===== config.mk =====
export PLATFORM = sky130hd
export DESIGN_NAME = tscs_two_speed_startup
export DESIGN_NICKNAME = d
export VERILOG_FILES = /design/src/tscs_edge_sync.v /design/src/tscs_two_speed_startup.v
export VERILOG_INCLUDE_DIRS = /design/src
export SDC_FILE = /design/constraint.sdc
export NUM_CORES = 1
export LEC_CHECK = 0
export BUFFER_PORTS_ARGS = -buffer_cell sky130_fd_sc_hd__buf_2
export CELL_PAD_IN_SITES_DETAIL_PLACEMENT = 1
export CELL_PAD_IN_SITES_GLOBAL_PLACEMENT = 1
export CORE_MARGIN = 2
export CORE_UTILIZATION = 51
export DETAILED_ROUTE_END_ITERATION = 8
export PLACE_DENSITY_LB_ADDON = 0.1
export SYNTH_ARGS = -nofsm -noshare
export SYNTH_HDL_FRONTEND = slang
export SYNTH_SLANG_ARGS = --single-unit

===== constraint.sdc =====
create_clock -name core_clk -period 6.2 [get_ports core_clk]
set_input_delay 0 -clock core_clk [delete_from_list [all_inputs] [get_ports core_clk]]
set_output_delay 0 -clock core_clk [all_outputs]
set_load 0.02 [all_outputs]

===== src/tscs_defines.vh =====
// Purpose: constants for the two-speed clock start-up block
// Assumes: core_clk at 250 MHz
// Notes:   offsets are word indices on the plain register port
`ifndef TSCS_DEFINES_VH
`define TSCS_DEFINES_VH
`define TSCS_ADDR_W        4
`define TSCS_OFF_CTRL      4'h0
`define TSCS_OFF_STAT      4'h1
`define TSCS_OFF_IRQ_STAT  4'h2
`define TSCS_OFF_IRQ_MASK  4'h3
`define TSCS_OFF_WARM      4'h4
// Control register fields
`define TSCS_CTRL_SCS_LSB  0
`define TSCS_CTRL_LPSLP    2
`define TSCS_CTRL_PLLEN    3
`define TSCS_CTRL_TARGET   6:4
`define TSCS_CTRL_RESET    8'h00
// Oscillator mode codes
`define TSCS_MODE_LP       3'h0
`define TSCS_MODE_XT       3'h1
`define TSCS_MODE_HS       3'h2
`define TSCS_MODE_EC       3'h3
`define TSCS_MODE_RC       3'h4
// Target source codes
`define TSCS_SRC_PRIMARY   3'h0
`define TSCS_SRC_LFINT     3'h1
`define TSCS_SRC_MFINT     3'h2
`define TSCS_SRC_HFINT     3'h3
`define TSCS_SRC_SOSC      3'h4
// Interrupt bits
`define TSCS_IRQ_DONE      0
`define TSCS_IRQ_ABORT     1
`define TSCS_IRQ_SWITCH    2
// Timing
`define TSCS_OST_COUNT     11'd1024
`define TSCS_EC_CYCLES     11'd2
`define TSCS_HFINT_NS      2000
`define TSCS_CLK_NS        4
`define TSCS_HFINT_CYC     (`TSCS_HFINT_NS / `TSCS_CLK_NS)
`define TSCS_PLL_NS        2000000
`define TSCS_PLL_CYC       (`TSCS_PLL_NS / `TSCS_CLK_NS)
`define TSCS_WARM_RESET    16'h0100
`endif


===== src/tscs_edge_sync.v =====
// Purpose: sample an oscillator level and flag each rising edge
// Assumes: input is asynchronous to core_clk
// Notes:   first stage feeds only the second stage
`timescale 1ns/10ps
`default_nettype none
module tscs_edge_sync (
   input  wire core_clk,     // System clock
   input  wire resetn,       // Async reset, active low
   input  wire oscIn,        // Raw oscillator level
   output reg  oscRise_q     // One pulse per rising edge
);
   reg meta_q;
   reg sync_q;
   reg last_q;
   always @(posedge core_clk or negedge resetn) begin
      if (!resetn) begin
         meta_q    <= 1'b0;
         sync_q    <= 1'b0;
         last_q    <= 1'b0;
         oscRise_q <= 1'b0;
      end else begin
         meta_q    <= oscIn;
         sync_q    <= meta_q;
         last_q    <= sync_q;
         oscRise_q <= sync_q & ~last_q;
      end
   end
endmodule // tscs_edge_sync
`default_nettype wire


===== src/tscs_two_speed_startup.v =====
// Purpose: two-speed start-up, clock switch delays, low-power sleep control
// Assumes: oscillators are sampled on core_clk; the mux is driven by select outputs
// Notes:   on a switch, select outputs change only after both old and new clock idle low; wake sets them at once
// How it works
// - Crystal modes need 1024 external oscillations counted before use.
// - Non-crystal oscillator modes disable dual-speed start-up.
// - Count reaching 1024 while awake sets done flag and switches to external.
// - Sleep before qualification aborts the count; done flag stays clear.
// - Internal oscillator clocks the core during qualification.
// - Dual-speed needs switchover bit 1, select 00, crystal mode.
// - Dual-speed starts after power-on (post timer) and each wake.
// - Sleep or power-on to external clock or RC waits two cycles.
// - Low-freq internal to external clock or RC waits one cycle each.
// - Sleep or power-on to secondary or crystal waits 1024 counted cycles.
// - Switch to medium or high internal oscillator waits about 2 us; the logic counts 500 rises of the internal block clock instead.
// - Switch to 31 kHz internal oscillator waits one cycle of each.
// - Switch to 32 kHz secondary oscillator waits 1024 counted cycles.
// - Enabling the multiplier loop waits about 2 ms before use.
// - Low-power sleep select puts regulator in low power while asleep.
// - Waking with low-power sleep selected adds a regulator warm-up delay.
// - Default sleep mode wakes without the extra delay.
//
// The implementer's own choices: the address map and the address-and-strobe port.
`timescale 1ns/10ps
`default_nettype none
`include "tscs_defines.vh"
module tscs_two_speed_startup #(
   parameter [20:0] PLL_WAIT = `TSCS_PLL_CYC   // Multiplier lock wait in cycles
) (
   input  wire                     core_clk,    // 250 MHz system clock
   input  wire                     resetn,      // Async reset, active low
   input  wire                     extOsc,      // External crystal/clock level
   input  wire                     sosc,        // Secondary oscillator level
   input  wire                     lfOsc,       // Low-freq internal osc level
   input  wire                     internal_oscillator_block,      // Internal block clock level
   input  wire [2:0]               oscModeCfg,  // Oscillator mode configuration
   input  wire                     switchEnCfg, // Switchover enable configuration
   input  wire                     pwrTimerDone,// Power-up timer expired
   input  wire                     sleepReq,    // Core executes sleep
   input  wire                     wakeReq,     // Wake-up event
   input  wire [`TSCS_ADDR_W-1:0]  regAddr,     // Register address
   input  wire [7:0]               regWdata,    // Write data
   input  wire                     regWr,       // Write strobe
   input  wire                     regRd,       // Read strobe
   output reg  [7:0]               regRdata_q,  // Read data, cycle after strobe
   output reg                      selExt_q,    // Mux select external source
   output reg                      selInt_q,    // Mux select internal source
   output reg                      coreRun_q,   // Core may execute
   output reg                      regLowPwr_q, // Regulator in low-power state
   output reg                      pllOn_q,     // Multiplier enabled
   output reg                      pllUse_q,    // Multiplied clock in use
   output reg                      irq_q        // Level interrupt
);
   localparam [5:0] S_POR   = 6'h01;
   localparam [5:0] S_RUN   = 6'h02;
   localparam [5:0] S_QUAL  = 6'h04;
   localparam [5:0] S_SWOLD = 6'h08;
   localparam [5:0] S_SWNEW = 6'h10;
   localparam [5:0] S_SLEEP = 6'h20;
   localparam [10:0] HF_WAIT = `TSCS_HFINT_CYC;

   reg  [5:0]  state_q;
   reg  [7:0]  ctrl_q;
   reg  [2:0]  irqStat_q;
   reg  [2:0]  irqMask_q;
   reg  [15:0] warm_q;
   reg  [10:0] ost_q;
   reg  [15:0] warmCnt_q;
   reg  [20:0] pllCnt_q;
   reg         doneFlag_q;
   reg         onExt_q;
   reg         wantExt_q;
   reg  [2:0]  curSrc_q;
   reg  [2:0]  tgtSrc_q;
   reg  [10:0] need_q;
   reg         fromSleep_q;
   reg         oldSeen_q;
   reg         pllEn_q;
   wire        extRise;
   wire        soscRise;
   wire        lfRise;
   wire        intRise;
   reg         srcRise;
   reg         curRise;
   reg  [2:0]  evt;

   tscs_edge_sync uExt (.core_clk(core_clk), .resetn(resetn), .oscIn(extOsc),
                        .oscRise_q(extRise));
   tscs_edge_sync uSosc (.core_clk(core_clk), .resetn(resetn), .oscIn(sosc),
                         .oscRise_q(soscRise));
   tscs_edge_sync uLf (.core_clk(core_clk), .resetn(resetn), .oscIn(lfOsc),
                       .oscRise_q(lfRise));
   tscs_edge_sync uInt (.core_clk(core_clk), .resetn(resetn), .oscIn(internal_oscillator_block),
                        .oscRise_q(intRise));

   wire crystal = (oscModeCfg == `TSCS_MODE_LP) || (oscModeCfg == `TSCS_MODE_XT) ||
                  (oscModeCfg == `TSCS_MODE_HS);
   wire [1:0] system_clock_select = ctrl_q[`TSCS_CTRL_SCS_LSB+1:`TSCS_CTRL_SCS_LSB];
   wire dualSpeed = switchEnCfg && (system_clock_select == 2'b00) && crystal;
   wire [2:0] tgtSel = ctrl_q[`TSCS_CTRL_TARGET];

   // Edge strobe of the source being brought up
   always @* begin
      case (tgtSrc_q)
         `TSCS_SRC_PRIMARY: srcRise = extRise;
         `TSCS_SRC_SOSC:    srcRise = soscRise;
         `TSCS_SRC_LFINT:   srcRise = lfRise;
         default:           srcRise = intRise;
      endcase
      case (curSrc_q)
         `TSCS_SRC_PRIMARY: curRise = onExt_q ? extRise : intRise;
         `TSCS_SRC_SOSC:    curRise = soscRise;
         `TSCS_SRC_LFINT:   curRise = lfRise;
         default:           curRise = intRise;
      endcase
   end

   // Delay needed for a requested switch
   function [10:0] switchWait;
      input [2:0] tgt;
      input       fromSlp;
      input [2:0] cur;
      begin
         case (tgt)
            `TSCS_SRC_SOSC:  switchWait = `TSCS_OST_COUNT;
            `TSCS_SRC_LFINT: switchWait = 11'd1;
            `TSCS_SRC_MFINT,
            `TSCS_SRC_HFINT: switchWait = HF_WAIT;
            default: begin
               if (crystal)
                  switchWait = `TSCS_OST_COUNT;
               else if (fromSlp)
                  switchWait = `TSCS_EC_CYCLES;
               else if (cur == `TSCS_SRC_LFINT)
                  switchWait = 11'd1;
               else
                  switchWait = `TSCS_EC_CYCLES;
            end
         endcase
      end
   endfunction

   always @* begin
      evt = 3'b000;
      evt[`TSCS_IRQ_DONE]   = (state_q == S_QUAL) && !sleepReq &&
                              (ost_q == `TSCS_OST_COUNT - 11'd1) && srcRise;
      evt[`TSCS_IRQ_ABORT]  = (state_q == S_QUAL) && sleepReq;
      evt[`TSCS_IRQ_SWITCH] = (state_q == S_SWNEW) && srcRise;
   end

   always @(posedge core_clk or negedge resetn) begin
      if (!resetn) begin
         state_q     <= S_POR;
         ost_q       <= 11'h000;
         warmCnt_q   <= 16'h0000;
         doneFlag_q  <= 1'b0;
         onExt_q     <= 1'b0;
         wantExt_q   <= 1'b0;
         curSrc_q    <= `TSCS_SRC_HFINT;
         tgtSrc_q    <= `TSCS_SRC_HFINT;
         need_q      <= 11'h000;
         fromSleep_q <= 1'b1;
         oldSeen_q   <= 1'b0;
         selExt_q    <= 1'b0;
         selInt_q    <= 1'b1;
         coreRun_q   <= 1'b0;
         regLowPwr_q <= 1'b0;
      end else begin
         case (state_q)
            S_POR: begin
               if (pwrTimerDone) begin
                  if (warmCnt_q != 16'h0000) begin
                     warmCnt_q <= warmCnt_q - 16'h0001;
                  end else begin
                     regLowPwr_q <= 1'b0;
                     coreRun_q   <= 1'b1;
                     ost_q       <= 11'h000;
                     tgtSrc_q    <= `TSCS_SRC_PRIMARY;
                     if (dualSpeed) begin
                        state_q <= S_QUAL;
                     end else if (system_clock_select == 2'b00) begin
                        need_q      <= switchWait(`TSCS_SRC_PRIMARY, 1'b1, curSrc_q);
                        coreRun_q   <= 1'b0;
                        fromSleep_q <= 1'b1;
                        oldSeen_q   <= 1'b0;
                        state_q     <= S_SWOLD;
                     end else begin
                        state_q <= S_RUN;
                     end
                  end
               end
            end
            S_QUAL: begin
               if (sleepReq) begin
                  ost_q       <= 11'h000;
                  coreRun_q   <= 1'b0;
                  regLowPwr_q <= ctrl_q[`TSCS_CTRL_LPSLP];
                  state_q     <= S_SLEEP;
               end else if (!dualSpeed) begin
                  state_q <= S_RUN;
               end else if (srcRise) begin
                  ost_q <= ost_q + 11'd1;
                  if (ost_q == `TSCS_OST_COUNT - 11'd1) begin
                     doneFlag_q <= 1'b1;
                     wantExt_q  <= 1'b1;
                     oldSeen_q  <= 1'b0;
                     state_q    <= S_SWOLD;
                  end
               end
            end
            S_SWOLD: begin
               // Drop old select only after its clock rose, so it idles low
               if (curRise)
                  oldSeen_q <= 1'b1;
               if (oldSeen_q) begin
                  selInt_q <= 1'b0;
                  selExt_q <= 1'b0;
                  state_q  <= S_SWNEW;
                  ost_q    <= 11'h000;
               end
            end
            S_SWNEW: begin
               if (sleepReq && !doneFlag_q) begin
                  coreRun_q   <= 1'b0;
                  regLowPwr_q <= ctrl_q[`TSCS_CTRL_LPSLP];
                  state_q     <= S_SLEEP;
               end else if (srcRise && (wantExt_q || ost_q + 11'd1 >= need_q)) begin
                  selExt_q  <= (tgtSrc_q == `TSCS_SRC_PRIMARY);
                  selInt_q  <= (tgtSrc_q != `TSCS_SRC_PRIMARY);
                  onExt_q   <= (tgtSrc_q == `TSCS_SRC_PRIMARY);
                  curSrc_q  <= tgtSrc_q;
                  wantExt_q <= 1'b0;
                  coreRun_q <= 1'b1;
                  state_q   <= S_RUN;
               end else if (srcRise) begin
                  ost_q <= ost_q + 11'd1;
               end
            end
            S_RUN: begin
               if (sleepReq) begin
                  coreRun_q   <= 1'b0;
                  regLowPwr_q <= ctrl_q[`TSCS_CTRL_LPSLP];
                  state_q     <= S_SLEEP;
               end else if (tgtSel != curSrc_q) begin
                  tgtSrc_q    <= tgtSel;
                  need_q      <= switchWait(tgtSel, 1'b0, curSrc_q);
                  fromSleep_q <= 1'b0;
                  oldSeen_q   <= 1'b0;
                  state_q     <= S_SWOLD;
               end
            end
            S_SLEEP: begin
               doneFlag_q <= doneFlag_q & onExt_q;
               if (wakeReq) begin
                  // Extra wait only after a low-power sleep
                  warmCnt_q <= regLowPwr_q ? warm_q : 16'h0000;
                  onExt_q   <= 1'b0;
                  doneFlag_q<= 1'b0;
                  curSrc_q  <= `TSCS_SRC_HFINT;
                  selExt_q  <= 1'b0;
                  selInt_q  <= 1'b1;
                  state_q   <= S_POR;
               end
            end
            default: state_q <= S_POR;
         endcase
      end
   end

   // Multiplier lock wait
   always @(posedge core_clk or negedge resetn) begin
      if (!resetn) begin
         pllEn_q  <= 1'b0;
         pllOn_q  <= 1'b0;
         pllUse_q <= 1'b0;
         pllCnt_q <= 21'h000000;
      end else begin
         pllEn_q <= ctrl_q[`TSCS_CTRL_PLLEN];
         pllOn_q <= ctrl_q[`TSCS_CTRL_PLLEN];
         if (!ctrl_q[`TSCS_CTRL_PLLEN]) begin
            pllCnt_q <= 21'h000000;
            pllUse_q <= 1'b0;
         end else if (pllEn_q && pllCnt_q < PLL_WAIT) begin
            pllCnt_q <= pllCnt_q + 21'd1;
         end else if (pllEn_q) begin
            pllUse_q <= 1'b1;
         end
      end
   end

   // Register port
   always @(posedge core_clk or negedge resetn) begin
      if (!resetn) begin
         ctrl_q     <= `TSCS_CTRL_RESET;
         irqStat_q  <= 3'b000;
         irqMask_q  <= 3'b000;
         warm_q     <= `TSCS_WARM_RESET;
         regRdata_q <= 8'h00;
         irq_q      <= 1'b0;
      end else begin
         // Hardware set wins over write-one clear
         if (regWr && regAddr == `TSCS_OFF_IRQ_STAT)
            irqStat_q <= (irqStat_q & ~regWdata[2:0]) | evt;
         else
            irqStat_q <= irqStat_q | evt;
         if (regWr && regAddr == `TSCS_OFF_CTRL)
            ctrl_q <= {1'b0, regWdata[6:0]};
         if (regWr && regAddr == `TSCS_OFF_IRQ_MASK)
            irqMask_q <= regWdata[2:0];
         if (regWr && regAddr == `TSCS_OFF_WARM)
            warm_q <= {8'h00, regWdata};
         irq_q <= |(irqStat_q & irqMask_q);
         regRdata_q <= 8'h00;
         if (regRd) begin
            case (regAddr)
               `TSCS_OFF_CTRL:     regRdata_q <= ctrl_q;
               `TSCS_OFF_STAT:     regRdata_q <= {2'b00, state_q[5:3] != 3'b000,
                                                  pllUse_q, selExt_q, dualSpeed,
                                                  onExt_q, doneFlag_q};
               `TSCS_OFF_IRQ_STAT: regRdata_q <= {5'b00000, irqStat_q};
               `TSCS_OFF_IRQ_MASK: regRdata_q <= {5'b00000, irqMask_q};
               `TSCS_OFF_WARM:     regRdata_q <= warm_q[7:0];
               default:            regRdata_q <= 8'h00;
            endcase
         end
      end
   end
endmodule // tscs_two_speed_startup
`default_nettype wire


==> impl_metrics.json <==
{
  "status": "completed",
  "ir_drop_mv": 0.2606,
  "syn_inst": 627,
  "layout_common_cells": "dfrtp_1 (114), nand2_1 (67), nor2_1 (46)",
  "period_needed_ns": 4.268,
  "pwr-share-seq_pct": 38.0,
  "worst_pin_slew_ns": 1.324,
  "crit_type": "reg2reg",
  "rows": 40,
  "fp.dieArea_um2": 13170,
  "synth_warnings": 0,
  "fin_hold_ws_ns": 0.03681,
  "first_pass_iters": 7,
  "clockBufferDepth": 2,
  "holdPathStages": 3,
  "reg2regPathDepth": 12,
  "cts_tree": "done",
  "wirelength_mm": 18.68,
  "clock_skew_ns": 0.02663,
  "grt_setup_unrepaired": "false",
  "dpl.hpwl_mm": 12.25,
  "slew_headroom_pct": 10.50,
  "cts_max_level": 4,
  "synth_area_per_cell_um2": 9.982,
  "die_height_um": 114.8,
  "syn_to_final_growth_pct": 17.97,
  "syn_nets": 666,
  "detail_route.wl_per_cell_um": 21.97,
  "drc": 0,
  "fin_crit_sh_pct": 68.85,
  "pwr-share-comb_pct": 28.3,
  "vias": 5335,
  "post_drt_via_cell_ratio": 6.276,
  "clock-sinks": 121,
  "placed_area_um2": 6633,
  "grt_pass1_vias": 5761,
  "p_switching_mw": 1.147,
  "p_total_mw": 3.012,
  "drv_cap": 0,
  "die_x_um": 114.8,
  "grt.total_usage_pct": 30.24,
  "synth_ff_type": "dfrtp_1",
  "core_area_um2": 12010,
  "final_cells": 850,
  "start_kind": "flip-flop",
  "grt_start_max_net_pins": 63,
  "ys_types": 73,
  "p_int_mw": 1.865,
  "p_sw_share_pct": 38.08,
  "powerDensity_nw_per_um2": 407.9,
  "hold_viol": 0,
  "grt_pass1_wl_mm": 30.31,
  "fillerInstances": 1339,
  "ys_seq_area_share_pct": 48.52,
  "clkPwrFrac_pct": 33.7,
  "overflow": 0,
  "r2r_start": "ost_q[0]$_DFFE_PN0P_",
  "portBuffers": 41,
  "finalSetupViolCount": 0,
  "end_kind": "flip-flop",
  "drv_slew": 0,
  "synth_area_um2": 6259,
  "drt_iter0_drc": 390,
  "hold_path_end": "irqMask_q[1]$_DFFE_PN0P_",
  "leakage_nw": 3.231,
  "synth_edf_count": 0,
  "required_ns": 6.51,
  "async_flop_share_pct": 100.0,
  "r2r-end": "ost_q[4]$_DFFE_PN0P_",
  "cp_max_fo": 14,
  "synthTopCellsByArea": "dfrtp_1 (46%), nand2_1 (4.0%), xnor2_1 (3.6%)",
  "ant_nets": 0,
  "multiInputGateArea_um2": 3077,
  "design_area_um2": 7383,
  "drive_above_1_share_pct": 18.07,
  "post-synth-top-area-cell": "dfrtp_1",
  "fin_nets": 729,
  "r2r_setup_slack_ns": 1.93,
  "yosysTopAreaCellShare_pct": 45.58,
  "hp-start": "regWr",
  "worstSkewPairLatency_ns": 0.43,
  "clock.fmax_ghz": 0.2343,
  "hold_path.class": "in2reg",
  "finalSetupTns_ns": 0,
  "place_congestion": 0.8960,
  "initial_core_util_pct": 52.10,
  "antenna_found_initial": 0,
  "final_common_cell": "dfrtp_1",
  "yosys_register_bits": 121,
  "cts_buffers": 17,
  "area.sequential_um2": 3037,
  "num_io_pins": 42,
  "cp.arrival_ns": 4.58,
  "path_clk_slew_ns": 0.06,
  "antenna_cells": 0,
  "dp_cells": 803,
  "root_buffer": "clkbuf_16"
}
-- stage by stage --
step / utilization (%) / worst slack (ns)
after detailed placement: 55.22 / 2.072
after floorplan: - / 2.607
after global placement: 55.22 / 2.239
final: 61.47 / 1.932
after CTS: 61.47 / 2.000
after global routing: 61.47 / 1.712
-- how the worst max path moves through the flow --
stage                          from                   end
2_1_floorplan  ost_q[0]$_DFFE_PN0P_  selInt_q$_DFFE_PN1P_
3_3_place_gp   ost_q[0]$_DFFE_PN0P_  ost_q[4]$_DFFE_PN0P_
3_5_place_dp   ost_q[0]$_DFFE_PN0P_  ost_q[4]$_DFFE_PN0P_
4_1_cts        ost_q[0]$_DFFE_PN0P_  ost_q[4]$_DFFE_PN0P_
5_1_grt        ost_q[0]$_DFFE_PN0P_  ost_q[4]$_DFFE_PN0P_
6_report       ost_q[0]$_DFFE_PN0P_  ost_q[4]$_DFFE_PN0P_
-- kinds of logic after synthesis --
logic type / Yosys count / synth area share [%]
AOI/OAI and AO/OA: 154 / 16.97
muxes: 23 / 4.038
DFF: 121 / 48.52
buffers and inverters: 39 / 2.499
adders and majority gates: 12 / 2.399
xor gates and xnor gates: 31 / 4.338
and+or+nand+nor: 247 / 21.23
-- state kept, by name, summed over array words and instances (netlist names), 3 cells and up --
name        flops
tgtSrc_q        3
need_q          4
ctrl_q          7
irqStat_q       3
warm_q          9
ost_q          11
regRdata_q      8
state_q         6
curSrc_q        3
warmCnt_q      16
pllCnt_q       21
irqMask_q       3
-- cells in the mapped netlist (3+ instances only) --
| library cell | count |
|---|---|
| a21boi_0 | 6 |
| o21ai_0 | 42 |
| a2111oi_1 | 3 |
| a21o_1 | 3 |
| a211oi_1 | 4 |
| nand3b_1 | 6 |
| a222oi_1 | 7 |
| and3_1 | 9 |
| mux2i_1 | 5 |
| a31oi_1 | 6 |
| o31ai_1 | 9 |
| nor4b_1 | 7 |
| a211o_1 | 3 |
| nor2_1 | 46 |
| inv_1 | 20 |
| nand3_1 | 19 |
| dfrtp_1 | 114 |
| nor3b_1 | 6 |
| xnor2_1 | 26 |
| ha_1 | 12 |
| or3_1 | 9 |
| o21a_1 | 5 |
| nor4_1 | 7 |
| nand4_1 | 9 |
| or4_1 | 3 |
| and2_1 | 18 |
| nand2_1 | 67 |
| xor2_1 | 5 |
| clkbuf_1 | 15 |
| mux2_2 | 18 |
| a21oi_1 | 29 |
| nor2b_1 | 10 |
| nor3_1 | 13 |
| dfstp_2 | 7 |
| o22ai_1 | 4 |
| a22oi_1 | 9 |
-- layout make-up --
class                      instances  area share (%)
multi-input combinational        467           41.67
sequential                       121           41.13
clock buffer                      18           5.948
timing repair buffer              63           5.558
tap                              147           2.491
clock inverter                    14           2.186
inverter                          20           1.017
-- power groups by stage --
stage	Clock, mW	Sequential [mW]	Combinational [mW]
floorplan	0	1.08	0.609
global placement	0	1.13	0.775
detailed placement	0	1.14	0.822
CTS	1.03	1.14	0.846
global route	1.06	1.16	0.944
finish	1.01	1.14	0.853
-- routing by layer --
| metal | track usage [%] | vias to the layer above | wire [µm] |
|---|---|---|---|
| met4 | 11.57 | 0 | 331 |
| met1 | 39.09 | 2719 | 8005 |
| met5 | 0 | - | 0 |
| met3 | 6.062 | 36 | 864 |
| met2 | 50.65 | 160 | 9473 |
| li1 | - | 2420 | - |
-- critical path: stages (launching register included) --
cell,delay [ns]
dfrtp_1,0.43
ha_1,0.28
nand3_1,0.13
nor4_1,0.61
nand3_1,0.25
xnor2_1,0.19
ha_1,0.38
nand3_1,0.12
or4_1,0.57
a41oi_2,0.50
a211oi_4,0.24
and3_2,0.28
o21a_1,0.16
-- what timing repair did --
action,in CTS,in global routing
gates resized for setup,0,0
hold endpoints to repair,79,0
hold buffers,15,0
buffers inserted,0,0
Note: power is estimated with default switching activity, not from simulation.
